[config.mk]
export PLATFORM = sky130hd
export DESIGN_NAME = fce_stage
export DESIGN_NICKNAME = d
export VERILOG_FILES = /design/src/rtl/fce_pkg.sv /design/src/rtl/fce_fifo_core.sv /design/src/rtl/fce_stage.sv
export SDC_FILE = /design/constraint.sdc
export NUM_CORES = 1
export LEC_CHECK = 0
export BUFFER_PORTS_ARGS = -buffer_cell sky130_fd_sc_hd__clkbuf_2
export CAP_MARGIN = 20
export CELL_PAD_IN_SITES_DETAIL_PLACEMENT = 0
export CELL_PAD_IN_SITES_GLOBAL_PLACEMENT = 1
export CORE_MARGIN = 3
export CORE_UTILIZATION = 50
export DETAILED_ROUTE_END_ITERATION = 8
export PLACE_DENSITY_LB_ADDON = 0.1
export SKIP_CTS_REPAIR_TIMING = 1
export SLEW_MARGIN = 20
export SYNTH_ARGS = -nofsm -noshare
export SYNTH_HDL_FRONTEND = slang
export SYNTH_SLANG_ARGS = --single-unit
[constraint.sdc]
create_clock -name CLK -period 6.9 [get_ports CLK]
set_clock_uncertainty 0.2 [all_clocks]
set_input_delay 0.69 -clock CLK [delete_from_list [all_inputs] [get_ports CLK]]
set_output_delay 0.69 -clock CLK [all_outputs]
set_load 0.02 [all_outputs]
[src/rtl/fce_pkg.sv]
// constants shared by the cascade-able fifo stage
package fce_pkg;
  // ==========================================================
  // data path
  localparam int unsigned DATA_W      = 36;  // word width of one device
  localparam int unsigned FIFO_DEPTH  = 16;  // words held in the core
  localparam int unsigned PTR_W       = 4;   // index width for depth
  // ==========================================================
  // ripple timing, counted in clock cycles of the single clock
  localparam int unsigned CLK_PERIOD_NS  = 8;  // 125 mhz
  localparam int unsigned RIPPLE_XFER    = 4;  // per extra stage, down
  localparam int unsigned RIPPLE_READ    = 3;  // last stage, down
  localparam int unsigned BUBBLE_XFER    = 3;  // per extra stage, up
  localparam int unsigned BUBBLE_WRITE   = 2;  // first stage, up
  // ==========================================================
  // reset values of the active-low flags (empty, not ready)
  localparam logic RST_OUT_READY_N = 1'b1;
  localparam logic RST_IN_READY_N  = 1'b1;
  localparam logic RST_EMPTY_N     = 1'b0;
  localparam logic RST_FULL_N      = 1'b1;
  // ==========================================================
  // mode latched during master reset
  typedef enum logic {
    FCE_STANDARD_MODE = 1'b0,
    FCE_FALLTHRU_MODE = 1'b1
  } fce_mode_type;
  // output stage state, gray along empty -> loading -> holding
  typedef enum logic [1:0] {
    FCE_OUT_EMPTY = 2'b00,
    FCE_OUT_LOAD  = 2'b01,
    FCE_OUT_HOLD  = 2'b11
  } fce_out_type;
endpackage : fce_pkg

[src/rtl/fce_fifo_core.sv]
// parameterised flip-flop fifo with valid/ready on both sides
`timescale 1ns/10ps
module fce_fifo_core #(
  parameter int unsigned WIDTH = 36,
  parameter int unsigned DEPTH = 16,
  parameter int unsigned AW    = 4
) (
  input  wire logic             clk,
  input  wire logic             rst,
  input  wire logic             ce,
  input  wire logic             in_valid,
  output logic                  in_ready,
  input  wire logic [WIDTH-1:0] in_data,
  output logic                  out_valid,
  input  wire logic             out_ready,
  output logic      [WIDTH-1:0] out_data
);
  // ==========================================================
  // storage and pointers
  logic [WIDTH-1:0] mem_reg [DEPTH];   // word storage
  logic [AW-1:0]    wr_ptr_reg;        // next write slot
  logic [AW-1:0]    rd_ptr_reg;        // oldest word
  logic [AW:0]      count_reg;         // words held
  wire              push;              // accepted write
  wire              pop;               // accepted read

  // room while fewer than depth words are held
  assign in_ready  = (count_reg < (AW+1)'(DEPTH));
  assign out_valid = (count_reg != '0);
  assign out_data  = mem_reg[rd_ptr_reg];
  assign push      = ce && in_valid && in_ready;
  assign pop       = ce && out_valid && out_ready;

  // write side, storage only, no reset needed
  always_ff @(posedge clk) begin
    if (push) begin
      mem_reg[wr_ptr_reg] <= in_data;
    end
  end

  // pointers and count; depth is a power of two so wrap is free
  always_ff @(posedge clk) begin
    if (rst) begin
      wr_ptr_reg <= '0;
      rd_ptr_reg <= '0;
      count_reg  <= '0;
    end else begin
      if (push) wr_ptr_reg <= wr_ptr_reg + 1'b1;
      if (pop)  rd_ptr_reg <= rd_ptr_reg + 1'b1;
      if (push && !pop) count_reg <= count_reg + 1'b1;
      else if (pop && !push) count_reg <= count_reg - 1'b1;
    end
  end
endmodule : fce_fifo_core

[src/rtl/fce_stage.sv]
// one cascade-able fall-through fifo stage with active-low flags
//
// Overview of operation
// - ready flags may differ one cycle
// - depth chaining only in fall-through mode
// - first word falls through without read
// - output-ready low when word at outputs
// - empty chain latency: stage output three cycles
// - only first word pays ripple latency
// - freed slot raises input-ready low upstream
// - full chain bubble-up: input-ready one cycle
// - fall-through load drives output-ready low
`timescale 1ns/10ps
module fce_stage (
  input  wire logic                         CLK,
  input  wire logic                         RST,
  input  wire logic                         CE,
  input  wire logic                         MODE_SEL,
  input  wire logic                         WRITE_EN_N,
  input  wire logic [fce_pkg::DATA_W-1:0]   WR_DATA,
  input  wire logic                         READ_EN_N,
  output logic      [fce_pkg::DATA_W-1:0]   RD_DATA,
  output logic                              INPUT_READY_N,
  output logic                              OUTPUT_READY_N,
  output logic                              FULL_INDICATION_N,
  output logic                              EMPTY_FLAG_N
);
  // ==========================================================
  // mode capture, taken by a clocked process while reset is held
  fce_pkg::fce_mode_type mode_reg;          // latched mode
  wire fallthru = (mode_reg == fce_pkg::FCE_FALLTHRU_MODE);

  // mode sampled on every reset cycle, frozen afterwards
  always_ff @(posedge CLK) begin
    if (RST) begin
      mode_reg <= fce_pkg::fce_mode_type'(MODE_SEL);
    end
  end

  // ==========================================================
  // write side: one register stage in front of the core keeps
  // the write path short, at the cost of one edge of latency
  logic                        wr_take_reg;   // registered write
  logic [fce_pkg::DATA_W-1:0]  wr_data_reg;   // registered word
  wire                         core_in_ready; // core has room
  wire                         core_out_valid;
  wire [fce_pkg::DATA_W-1:0]   core_out_data;
  wire                         core_pop;      // core to output reg
  wire                         wr_accept;     // write taken this edge

  // write only counts while input-ready is shown low
  assign wr_accept = !WRITE_EN_N && !INPUT_READY_N;

  // input pipeline register
  always_ff @(posedge CLK) begin
    if (RST) begin
      wr_take_reg <= 1'b0;
    end else if (CE) begin
      wr_take_reg <= wr_accept;
      if (wr_accept) wr_data_reg <= WR_DATA;
    end
  end

  // ==========================================================
  // occupancy of the write register and the core together; the
  // ready flag is judged on this sum, so a word waiting in the
  // write register always finds a free core slot one edge later
  logic [fce_pkg::PTR_W:0] held_reg;   // words in write reg and core
  logic [fce_pkg::PTR_W:0] held_next;  // words held after this edge

  // one word in, one word out to the output register, or both
  always_comb begin
    held_next = held_reg;
    if (wr_accept && !core_pop) begin
      held_next = held_reg + 1'b1;  // write only
    end else if (core_pop && !wr_accept) begin
      held_next = held_reg - 1'b1;  // load only
    end
  end

  // occupancy register, frozen with the clock enable
  always_ff @(posedge CLK) begin
    if (RST) begin
      held_reg <= '0;
    end else if (CE) begin
      held_reg <= held_next;
    end
  end

  // ==========================================================
  // buffer between write register and output register
  fce_fifo_core #(
    .WIDTH (fce_pkg::DATA_W),
    .DEPTH (fce_pkg::FIFO_DEPTH),
    .AW    (fce_pkg::PTR_W)
  ) u_core (
    .clk       (CLK),
    .rst       (RST),
    .ce        (CE),
    .in_valid  (wr_take_reg),
    .in_ready  (core_in_ready),
    .in_data   (wr_data_reg),
    .out_valid (core_out_valid),
    .out_ready (core_pop),
    .out_data  (core_out_data)
  );

  // ==========================================================
  // output side
  fce_pkg::fce_out_type out_state_reg, out_state_next; // out reg state
  logic                  rd_take;                     // read accepted
  logic [fce_pkg::DATA_W-1:0] rd_data_reg;            // output word

  // a read in fall-through mode consumes the shown word; in
  // standard mode a read pulls the next word (word loaded on read)
  assign rd_take  = !READ_EN_N && (out_state_reg == fce_pkg::FCE_OUT_HOLD);
  // fall-through refills the output register when empty or on a read; standard only on a read request
  assign core_pop = core_out_valid &&
                    (fallthru ? (out_state_reg == fce_pkg::FCE_OUT_EMPTY ||
                                 rd_take)
                              : !READ_EN_N);

  // next state of the output register
  always_comb begin
    out_state_next = out_state_reg;
    case (out_state_reg)
      fce_pkg::FCE_OUT_EMPTY: begin
        if (core_pop) out_state_next = fce_pkg::FCE_OUT_LOAD;
      end
      fce_pkg::FCE_OUT_LOAD: begin
        out_state_next = fce_pkg::FCE_OUT_HOLD; // word now visible
      end
      fce_pkg::FCE_OUT_HOLD: begin
        // later words skip the load stage: no extra latency
        if (rd_take && !core_pop) out_state_next = fce_pkg::FCE_OUT_EMPTY;
      end
      default: out_state_next = fce_pkg::FCE_OUT_EMPTY;
    endcase
  end

  // output word and state registers
  always_ff @(posedge CLK) begin
    if (RST) begin
      out_state_reg <= fce_pkg::FCE_OUT_EMPTY;
      rd_data_reg   <= '0;
    end else if (CE) begin
      out_state_reg <= out_state_next;
      if (core_pop) rd_data_reg <= core_out_data;
    end
  end
  assign RD_DATA = rd_data_reg;

  // ==========================================================
  // flags, each straight from a flip-flop
  logic out_ready_n_reg;   // low while a word is at the outputs
  logic in_ready_n_reg;    // low while room remains
  logic empty_n_reg;       // high while a word is at the outputs
  logic full_n_reg;        // low while no room remains
  // word arrives at outputs one edge after the load state
  wire  out_ready_n_next =
    !(out_state_next == fce_pkg::FCE_OUT_HOLD);
  // room judged on what is held after this edge, so a write taken
  // on the next edge can never meet a full core
  wire  in_ready_n_next  =
    !(held_next < (fce_pkg::PTR_W+1)'(fce_pkg::FIFO_DEPTH));

  // flag registers; mode decides which pair is meaningful
  always_ff @(posedge CLK) begin
    if (RST) begin
      out_ready_n_reg <= fce_pkg::RST_OUT_READY_N;
      in_ready_n_reg  <= fce_pkg::RST_IN_READY_N;
      empty_n_reg     <= fce_pkg::RST_EMPTY_N;
      full_n_reg      <= fce_pkg::RST_FULL_N;
    end else if (CE) begin
      out_ready_n_reg <= out_ready_n_next;
      in_ready_n_reg  <= in_ready_n_next;
      empty_n_reg     <= !out_ready_n_next;
      full_n_reg      <= !in_ready_n_next;
    end
  end
  // fall-through uses the ready pair, standard the empty/full pair;
  // each pair has flops of its own so every output leaves a
  // register, at the cost of two flops; a chain uses the ready pair
  assign OUTPUT_READY_N    = out_ready_n_reg;
  assign INPUT_READY_N     = in_ready_n_reg;
  assign EMPTY_FLAG_N      = empty_n_reg;
  assign FULL_INDICATION_N = full_n_reg;
endmodule : fce_stage

-- Word-level counts from Yosys, hierarchy flattened
Memory sizes are Yosys's and may differ from the RTL's. A register that Yosys moved wholly into a read port is not among the register bits.
Cells that the tools add are included.
Widths: inputs -> output; s select.
- memory bits (read-only): 0
- bits of input ports: 42
- RAM bits: 576
- word-level logic and storage cells: 62
- register bits: 62
- latch bits: 0
- memories: 1
- reductions and logical operators: 27
- mux-type cells: 10
- magnitude comparators: 2
- bitwise gates (word level): 1
- eq/ne operators: 3
- divide/modulo/power cells: 0
- multipliers: 0
- shift operators: 0
- add/sub/neg operators: 6
- memory list (name ; words ; width ; rd ports ; clocked after Yosys merged registers in ; write ports ; line ; RTL):
    u_core.mem_reg ; 16 ; 36 ; 1 ; 1 ; 1 ; fce_fifo_core.sv:20 ; logic [WIDTH-1:0] mem_reg [DEPTH];
- operator list (cell ; number):
    $mux 5 ; 4
    $logic_and 1x1->1 ; 12
    $add 5x1->5 const B ; 2
    $lt 5x5->1 const B ; 2
    $sub 5x1->5 const B ; 2
    $logic_not 1->1 ; 9
    $add 4x1->4 const B ; 2
    $pmux 2 s3 ; 1
    $reduce_bool 5->1 ; 1
    $eq 2x2->1 const B ; 2
    $mux 2 ; 2
    $mux 1 ; 3
    $reduce_and 3->1 ; 1
    $eq 2x1->1 const B ; 1
    $logic_not 2->1 ; 1
    $reduce_and 2->1 ; 1
    $reduce_bool 2->1 ; 1
    $logic_or 1x1->1 ; 1
    $not 1->1 ; 1

-- Depth between registers and ports, before layout
Gate-level depths: netlist of the first run.
- word-level depth: 11
- gate-level depth with buffers: 12

-- Modules after synthesis
Synthesis of the first run repeated with hierarchy kept, for this count alone.
- cell total of the unflattened synthesis: 1277
- area, all modules: 25956.1 um2
- by module, submodules not included (module ; cells an instance ; area each (um2) ; instances):
    fce_fifo_core ; 992 ; 22437.8 ; 1
    fce_stage ; 285 ; 3518.4 ; 1

-- Worst setup path after synthesis of the first run
Ideal clock, no wire load.
- path kind: input to register
- start: input CE
- end: memory u_core.mem_reg[3][0] (enable)
- arrival: 3.750 ns
- path buffers: 1
- cell stages on the path: 4
- setup slack: 2.476 ns
- required time: 6.226 ns
- setup time: 0.474 ns
- cell sequence: and3b_1 clkbuf_1 nand2_1 nor3_1
- word-level cells in the longest chain between the ends: 4
- ends and longest elaborated chain (what ; line ; RTL):
    start, declared ; fce_stage.sv:17 ; input wire logic CE,
    $logic_and 1x1->1 (2 in series) ; fce_fifo_core.sv:31 ; assign push = ce && in_valid && in_ready;
    via u_core.push ; fce_fifo_core.sv:24 ; wire push;
    $mux 1 ; fce_fifo_core.sv:36 ; if (push) begin
    $mux 1 (implied by the code) ; fce_fifo_core.sv:37 ; mem_reg[wr_ptr_reg] <= in_data;
    end, declared ; fce_fifo_core.sv:20 ;
The timed path passes the listed nets, and every way through them passes these cells.

-- Worst setup path in the final report of the first run
- start: register mode_reg (netlist: fallthru)
- end: register u_core.count_reg[4]
- word-level cells in the longest chain between the ends: 6
- elaborated cells between the ends (all ways): 8
- ends and longest elaborated chain (what ; line ; RTL):
    start, declared ; fce_stage.sv:30 ; fce_pkg::fce_mode_type mode_reg;
    start signal, assigned ; fce_stage.sv:36 ; mode_reg <= fce_pkg::fce_mode_type'(MODE_SEL);
    $mux 1 (*) ; fce_stage.sv:119 ; (fallthru ? (out_state_reg == fce_pkg::FCE_OUT_EMPTY ||
    $logic_and 1x1->1 (*) ; fce_stage.sv:118 ; assign core_pop = core_out_valid &&
    $logic_and 1x1->1 (*) ; fce_fifo_core.sv:32 ; assign pop = ce && out_valid && out_ready;
    $logic_not 1->1 ; fce_fifo_core.sv:50 ; if (push && !pop) count_reg <= count_reg + 1'b1;
    $logic_and 1x1->1 ; fce_fifo_core.sv:50 ;
    $mux 5 / $reduce_bool 2->1 (equally long branches) ; -- ;
    end signal, assigned ; fce_fifo_core.sv:50 ;
    end signal, assigned ; fce_fifo_core.sv:51 ; else if (pop && !push) count_reg <= count_reg - 1'b1;
    end, declared ; fce_fifo_core.sv:23 ; logic [AW:0] count_reg;
Every way passes the cells marked *; elsewhere a longest branch is shown, timed or not.
A chain may end at the register's enable or synchronous reset.

==> results of run 1 <==
==> cell usage in the layout, fill, tap and decap left out, drive strengths merged, types with 2 or more instances in the layout <==
cell type  count
or3            2
nand3          2
nor2b          4
o2bb2ai        2
o31ai          3
buf           32
dfxtp         61
nand2b         5
xor2           4
nor3          83
bufinv         6
a211oi         3
a211o         36
edfxtp       613
inv           16
mux4         144
or4            2
nor2          35
nand2         13
a21o           4
mux2i         76
a22oi          2
clkbuf       177
a21oi         16
clkinvlp       2
o21ai          5
clkinv        20
ha            13
nand4          3
xnor2          3
==> layout make-up <==
class,instances,share of cell area
clock buffer,96,0.06569
clock inverter,32,0.01130
inverter,12,0.001541
multi-input combinational,477,0.1980
sequential,674,0.6717
tap,672,0.02876
timing repair buffer,113,0.02294
==> worst max-delay path, cell delays in order, from the launching register on <==
cell and delay [ns]:
edfxtp_1 0.43, a21boi_1 0.19, a2bb2oi_4 0.16, buf_4 0.24, nor3_1 0.46, inv_1 0.10
ha_1 0.23, inv_1 0.14, ha_1 0.29, a21o_1 0.20, a21oi_1 0.17, mux2i_1 0.21
mux2_2 0.34
==> through the flow <==
stage          total power, mW  area [um^2]  utilization  std cells  worst slack, ns
5_1_grt                  9.843        29240       0.5792       2076            3.205
3_3_place_gp             5.886        26990       0.5346       1948            3.210
4_1_cts                  9.587        29240       0.5792       2076            3.409
3_5_place_dp             5.890        26990       0.5346       1948            3.200
2_1_floorplan            5.531        25700            -       1231            2.476
6_report                 9.494        29240       0.5792       2076            3.426
==> power by group through the flow <==
stage / clock network [mW] / logic, mW / registers [mW]
after floorplan: 0 / 0.761 / 4.77
final: 3.70 / 1.06 / 4.74
after detailed placement: 0 / 1.07 / 4.82
after CTS: 3.78 / 1.07 / 4.74
after global placement: 0 / 1.07 / 4.82
after global routing: 3.94 / 1.15 / 4.75
==> routing by layer <==
| metal | GRT usage | wire length (um) |
|---|---|---|
| met5 | 0 | 0 |
| met4 | 0.05600 | 1168 |
| met3 | 0.03734 | 2754 |
| met2 | 0.3278 | 26500 |
| met1 | 0.3175 | 25380 |
==> kinds of logic after synthesis <==
group	Yosys count	share of synthesized area
flops	674	0.7637
mux	221	0.1562
simple gates	154	0.02945
compound gates	81	0.02488
buf+inv	80	0.01626
fa+ha+maj	14	0.007108
xor+xnor	7	0.002385
==> worst paths after layout <==
path / from / endpoint / slack (ns) / cells past startpoint
setup reg to reg: fallthru / u_core.count_reg[4] / 3.43 / 12
hold reg to reg: RD_DATA[30] / RD_DATA[30] / 0.27 / 1
hold / removal: WR_DATA[4] / wr_data_reg[4] / 0.06 / 1
setup / recovery: fallthru / u_core.count_reg[4] / 3.43 / 12
==> results.toml, run 1 <==
[synthesis]
ys_ff_latch = 674
synth_top_area_share = 0.7162
ys_warn_count = 0
syn-num-nets = 1287
synthFlopType = "edfxtp_1"
syn_avg_cell_area_um2 = 20.88
synth-edff-count = 613
ys_seq_area_frac = 0.7637
syn_inst = 1231
synth.area.top_cells = "edfxtp_1, mux4_2, dfxtp_1"
synth_top_cell_by_area = "edfxtp_1"
ys_top_cells_by_count = "edfxtp_1, mux4_2, nor3_1"
netlist_area_um2 = 25700
async_flop_share = 0
synth.most_common_cell = "edfxtp_1"
synth.distinct_cells = 52

[pwr]
vdd_drop_max_v = 0.0002020
p_leak_nw = 9.332
comb_power_share = 0.111
p_seq_frac = 0.499
p_clk_frac = 0.390
powerDensity_nw_per_um2 = 324.7
intPower_mw = 7.173
p_sw_frac = 0.2445
p_sw_mw = 2.322

[detailed_routing]
post_drt_via_cell_ratio = 5.888
routedWlPerCell_um = 26.88
drt_iter0_markers = 1036
routed-via-count = 12220
final_antenna_net_count = 0
first_pass_iters = 4
drc = 0
wirelength_mm = 55.80

[sta]
max_slew_margin = 0.2545
period_minus_slack_ns = 3.474
worst_slew_pin_slew_ns = 1.118
max_freq_mhz = 287.9
setup_tns_ns = 0
report.final.hold_viol_count = 0
hold_slack_ns = 0.06117
fin_crit_sh = 0.5034
final_max_slew_viol_count = 0
grt_setup_unrepaired = "false"
setup_violations = 0

[layout]
drive_above_1_share = 0.2749
multiInputGateArea_um2 = 5791
fin_nets = 1404
regArea_um2 = 19640
n_fill_cell = 3797
areaGrowthSynthToFinish_pct = 13.76
insertedDiodeCount = 0
largest_register_ffs = 576

[floorplanning]
core_area_um2 = 50480
die_h_um = 232.7
ios = 82
start_util = 0.5092
fp-row-count = 82
fp.dieW_um = 232.7
dieArea_um2 = 54160

[place]
place_hpwl_mm = 27.55
gp_congestion = 0.7157
portBuffers = 81

[global_routing]
gr-total-overflow = 0
grt.total_usage = 0.2123
antenna_found_initial = 0
grt_pass1_wl_mm = 82.80
grt_max_degree = 71
grt_pass1_vias = 12520

[setup_path]
critPathLaunchType = "flop"
critPathCaptureType = "flop"
worstSetupPathType = "reg2reg"
path_max_fanout = 27
cp.required_ns = 7.17
cp.arrival_ns = 3.75

[clock_tree]
clk_latency_ns = 0.60
cts_num_sinks = 674
cts_buffer_depth = 3
cts_tree = "built"
clkSlewWorstSetupHoldPaths_ns = 0.06
cts_root_buf = "clkbuf_16"
htree_levels = 3
cts_made_buffers = 70

[outcome]
outcome = "complete, no violations"

[worst_hold_path]
hold_path.class = "in2reg"

[job]
maxCapViolCount = 0
Note: power is estimated with default switching activity, not from simulation.
==> run 2: changes to the inputs <==
ABC_AREA = 1   (was default)
clock period = 3.6 ns   (was 6.9 ns; I/O delays follow)
==> run 2 against run 1 <==
  * The run now ends with hold timing left
  * Critical path depth is 1 higher
  * Clock-buffer cell count is 2 higher
  * Cell count is 73% higher
  * First-iteration DRC count is 56% higher
  * Worst hold slack worse by 0.064 ns
  * Non-clock buffer count is 59 higher
  * Register-to-register slack worse by 2.2 ns
==> results.toml, run 2 <==
[global_routing]
grt_pass1_wl_mm = 104.7
antenna_found_initial = 0
gr-total-overflow = 0
grt_pass1_vias = 17560
grt_max_degree = 176
grt.total_usage = 0.2312

[setup_path]
path_cells = "dlygate4sd3_1 > clkbuf_2 > nand2_1 > nor2_1 > buf_4 > ha_1 > inv_1 > ha_1 > a21oi_1 > nand2_1 > xor2_1 > o21ai_0 > inv_1"
cp.arrival_ns = 2.71
critPathLaunchType = "input pin"
ff2ff_setup_slack_ns = 1.21
worstSetupPathType = "in2reg"
slowest_stage = "dlygate4sd3_1"
path_max_fanout = 10
slowest_delay_ns = 0.52
cp.required_ns = 3.87
critPathCaptureType = "flop"

[pwr]
finalPower_mw = 20.25
powerDensity_nw_per_um2 = 631.0
vdd_drop_max_v = 0.0005526
p_leak_nw = 13.23

[synthesis]
ys_warn_count = 0
syn_inst = 2682
syn_avg_cell_area_um2 = 10.51
synth_top_cell_by_area = "edfxtp_1"
synth.area.top_cells = "edfxtp_1, nand2_1, nand3_1"
netlist_area_um2 = 28200
synth-edff-count = 613
async_flop_share = 0
syn-num-nets = 2738
ys_top_cells_by_count = "nand2_1, edfxtp_1, nand3_1"
ys_seq_area_frac = 0.6961
synth.distinct_cells = 27
synthFlopType = "edfxtp_1"
ys_ff_latch = 674
synth_top_area_share = 0.6528
synth.most_common_cell = "nand2_1"

[sta]
grt_setup_unrepaired = "false"
worst_slew_pin_slew_ns = 1.031
final_max_slew_viol_count = 0
period_minus_slack_ns = 2.444
setup_violations = 0
max_freq_mhz = 409.2
max_slew_margin = 0.3126
report.final.hold_viol_count = 1
hold_slack_ns = -0.003178
setup_tns_ns = 0
fin_crit_sh = 0.6788

[clock_tree]
cts_buffer_depth = 3
cts_num_sinks = 674
cts_tree = "built"
htree_levels = 3
cts_made_buffers = 72
cts_root_buf = "clkbuf_16"
clk_latency_ns = 0.61
clkSlewWorstSetupHoldPaths_ns = 0.05

[outcome]
violations = "hold timing"
outcome = "complete, but fails checks"

[layout]
largest_register_ffs = 576
insertedDiodeCount = 0
stdcell_count = 3600
fin_nets = 2851
areaGrowthSynthToFinish_pct = 13.83
drive_above_1_share = 0.08906
postLayoutCoreUtil = 0.5792
final_common_cell = "nand2_1"
layout_common_cells = "nand2_1, edfxtp_1, nand3_1, inv_1, clkbuf_2"
n_fill_cell = 4659

[detailed_routing]
routed-via-count = 18420
drc = 0
wirelength_mm = 68.32
final_antenna_net_count = 0
post_drt_via_cell_ratio = 5.116
drt_iter0_markers = 1616
first_pass_iters = 5
routedWlPerCell_um = 18.98

[worst_hold_path]
hold_path.class = "in2reg"

[job]
maxCapViolCount = 0

[place]
gp_congestion = 0.7905
place_hpwl_mm = 36.44
portBuffers = 81
dp.cells = 3431

[floorplanning]
start_util = 0.5089
core_area_um2 = 55420
fp.dieW_um = 243.5
fp-row-count = 86
ios = 82
die_h_um = 243.5
dieArea_um2 = 59280
[run 2: cell families after synthesis]
kind of cell    Yosys count  synth area share
flops                   674            0.6961
buf+inv                 524           0.07787
compound gates           80           0.01447
simple gates           1384            0.2032
xor+xnor                  6          0.001864
fa+ha+maj                14          0.006478
[run 2: through the flow]
step	hold slack, ns	setup WS [ns]	cell area (um^2)
after CTS	-0.3156	1.207	31720
after floorplan	0.2453	0.4383	28200
after detailed placement	0.2518	1.097	29550
after global routing	0.02485	0.9413	32100
after global placement	0.2524	1.034	29550
final	-0.003178	1.156	32100
[run 2: path summary, 6_finish.rpt]
check	from	to	depth (start not counted)
min	WRITE_EN_N	wr_take_reg	4
max reg2reg	fallthru	u_core.count_reg[3]	10
max	CE	u_core.count_reg[3]	13
min reg2reg	OUTPUT_READY_N	OUTPUT_READY_N	2
[run 2: where the power goes]
group          switching (mW)  total [mW]  internal, mW
Sequential              0.216        8.94          8.73
Combinational            3.09        4.47          1.38
Clock                    2.91        6.84          3.93
Total                    6.21        20.3          14.0
[run 2: layout make-up]
class                      count  area, um^2  area share
sequential                   674       19640      0.6119
timing repair buffer         172        1359     0.04233
clock buffer                  98        1984     0.06182
clock inverter                33       185.2    0.005769
inverter                     391        1478     0.04604
multi-input combinational   1484        6515      0.2030
tap                          748       935.9     0.02916
[run 2: worst max-delay path: cells and delay by family]
family / cells / cell delay (ns)
xor gates and xnor gates: 1 / 0.14
buffers and inverters: 5 / 1.08
AOI/OAI and AO/OA: 2 / 0.33
adders and majority gates: 2 / 0.54
and+or+nand+nor: 3 / 0.24
[run 2: metal layers]
metal	up-vias	part of all wire	wire length (um)	GRT usage
li1	8975	-	-	-
met1	8825	0.46	31140	0.3294
met2	507	0.46	31610	0.3739
met3	109	0.057	3911	0.03478
met4	0	0.024	1657	0.06292
met5	-	0	0	0
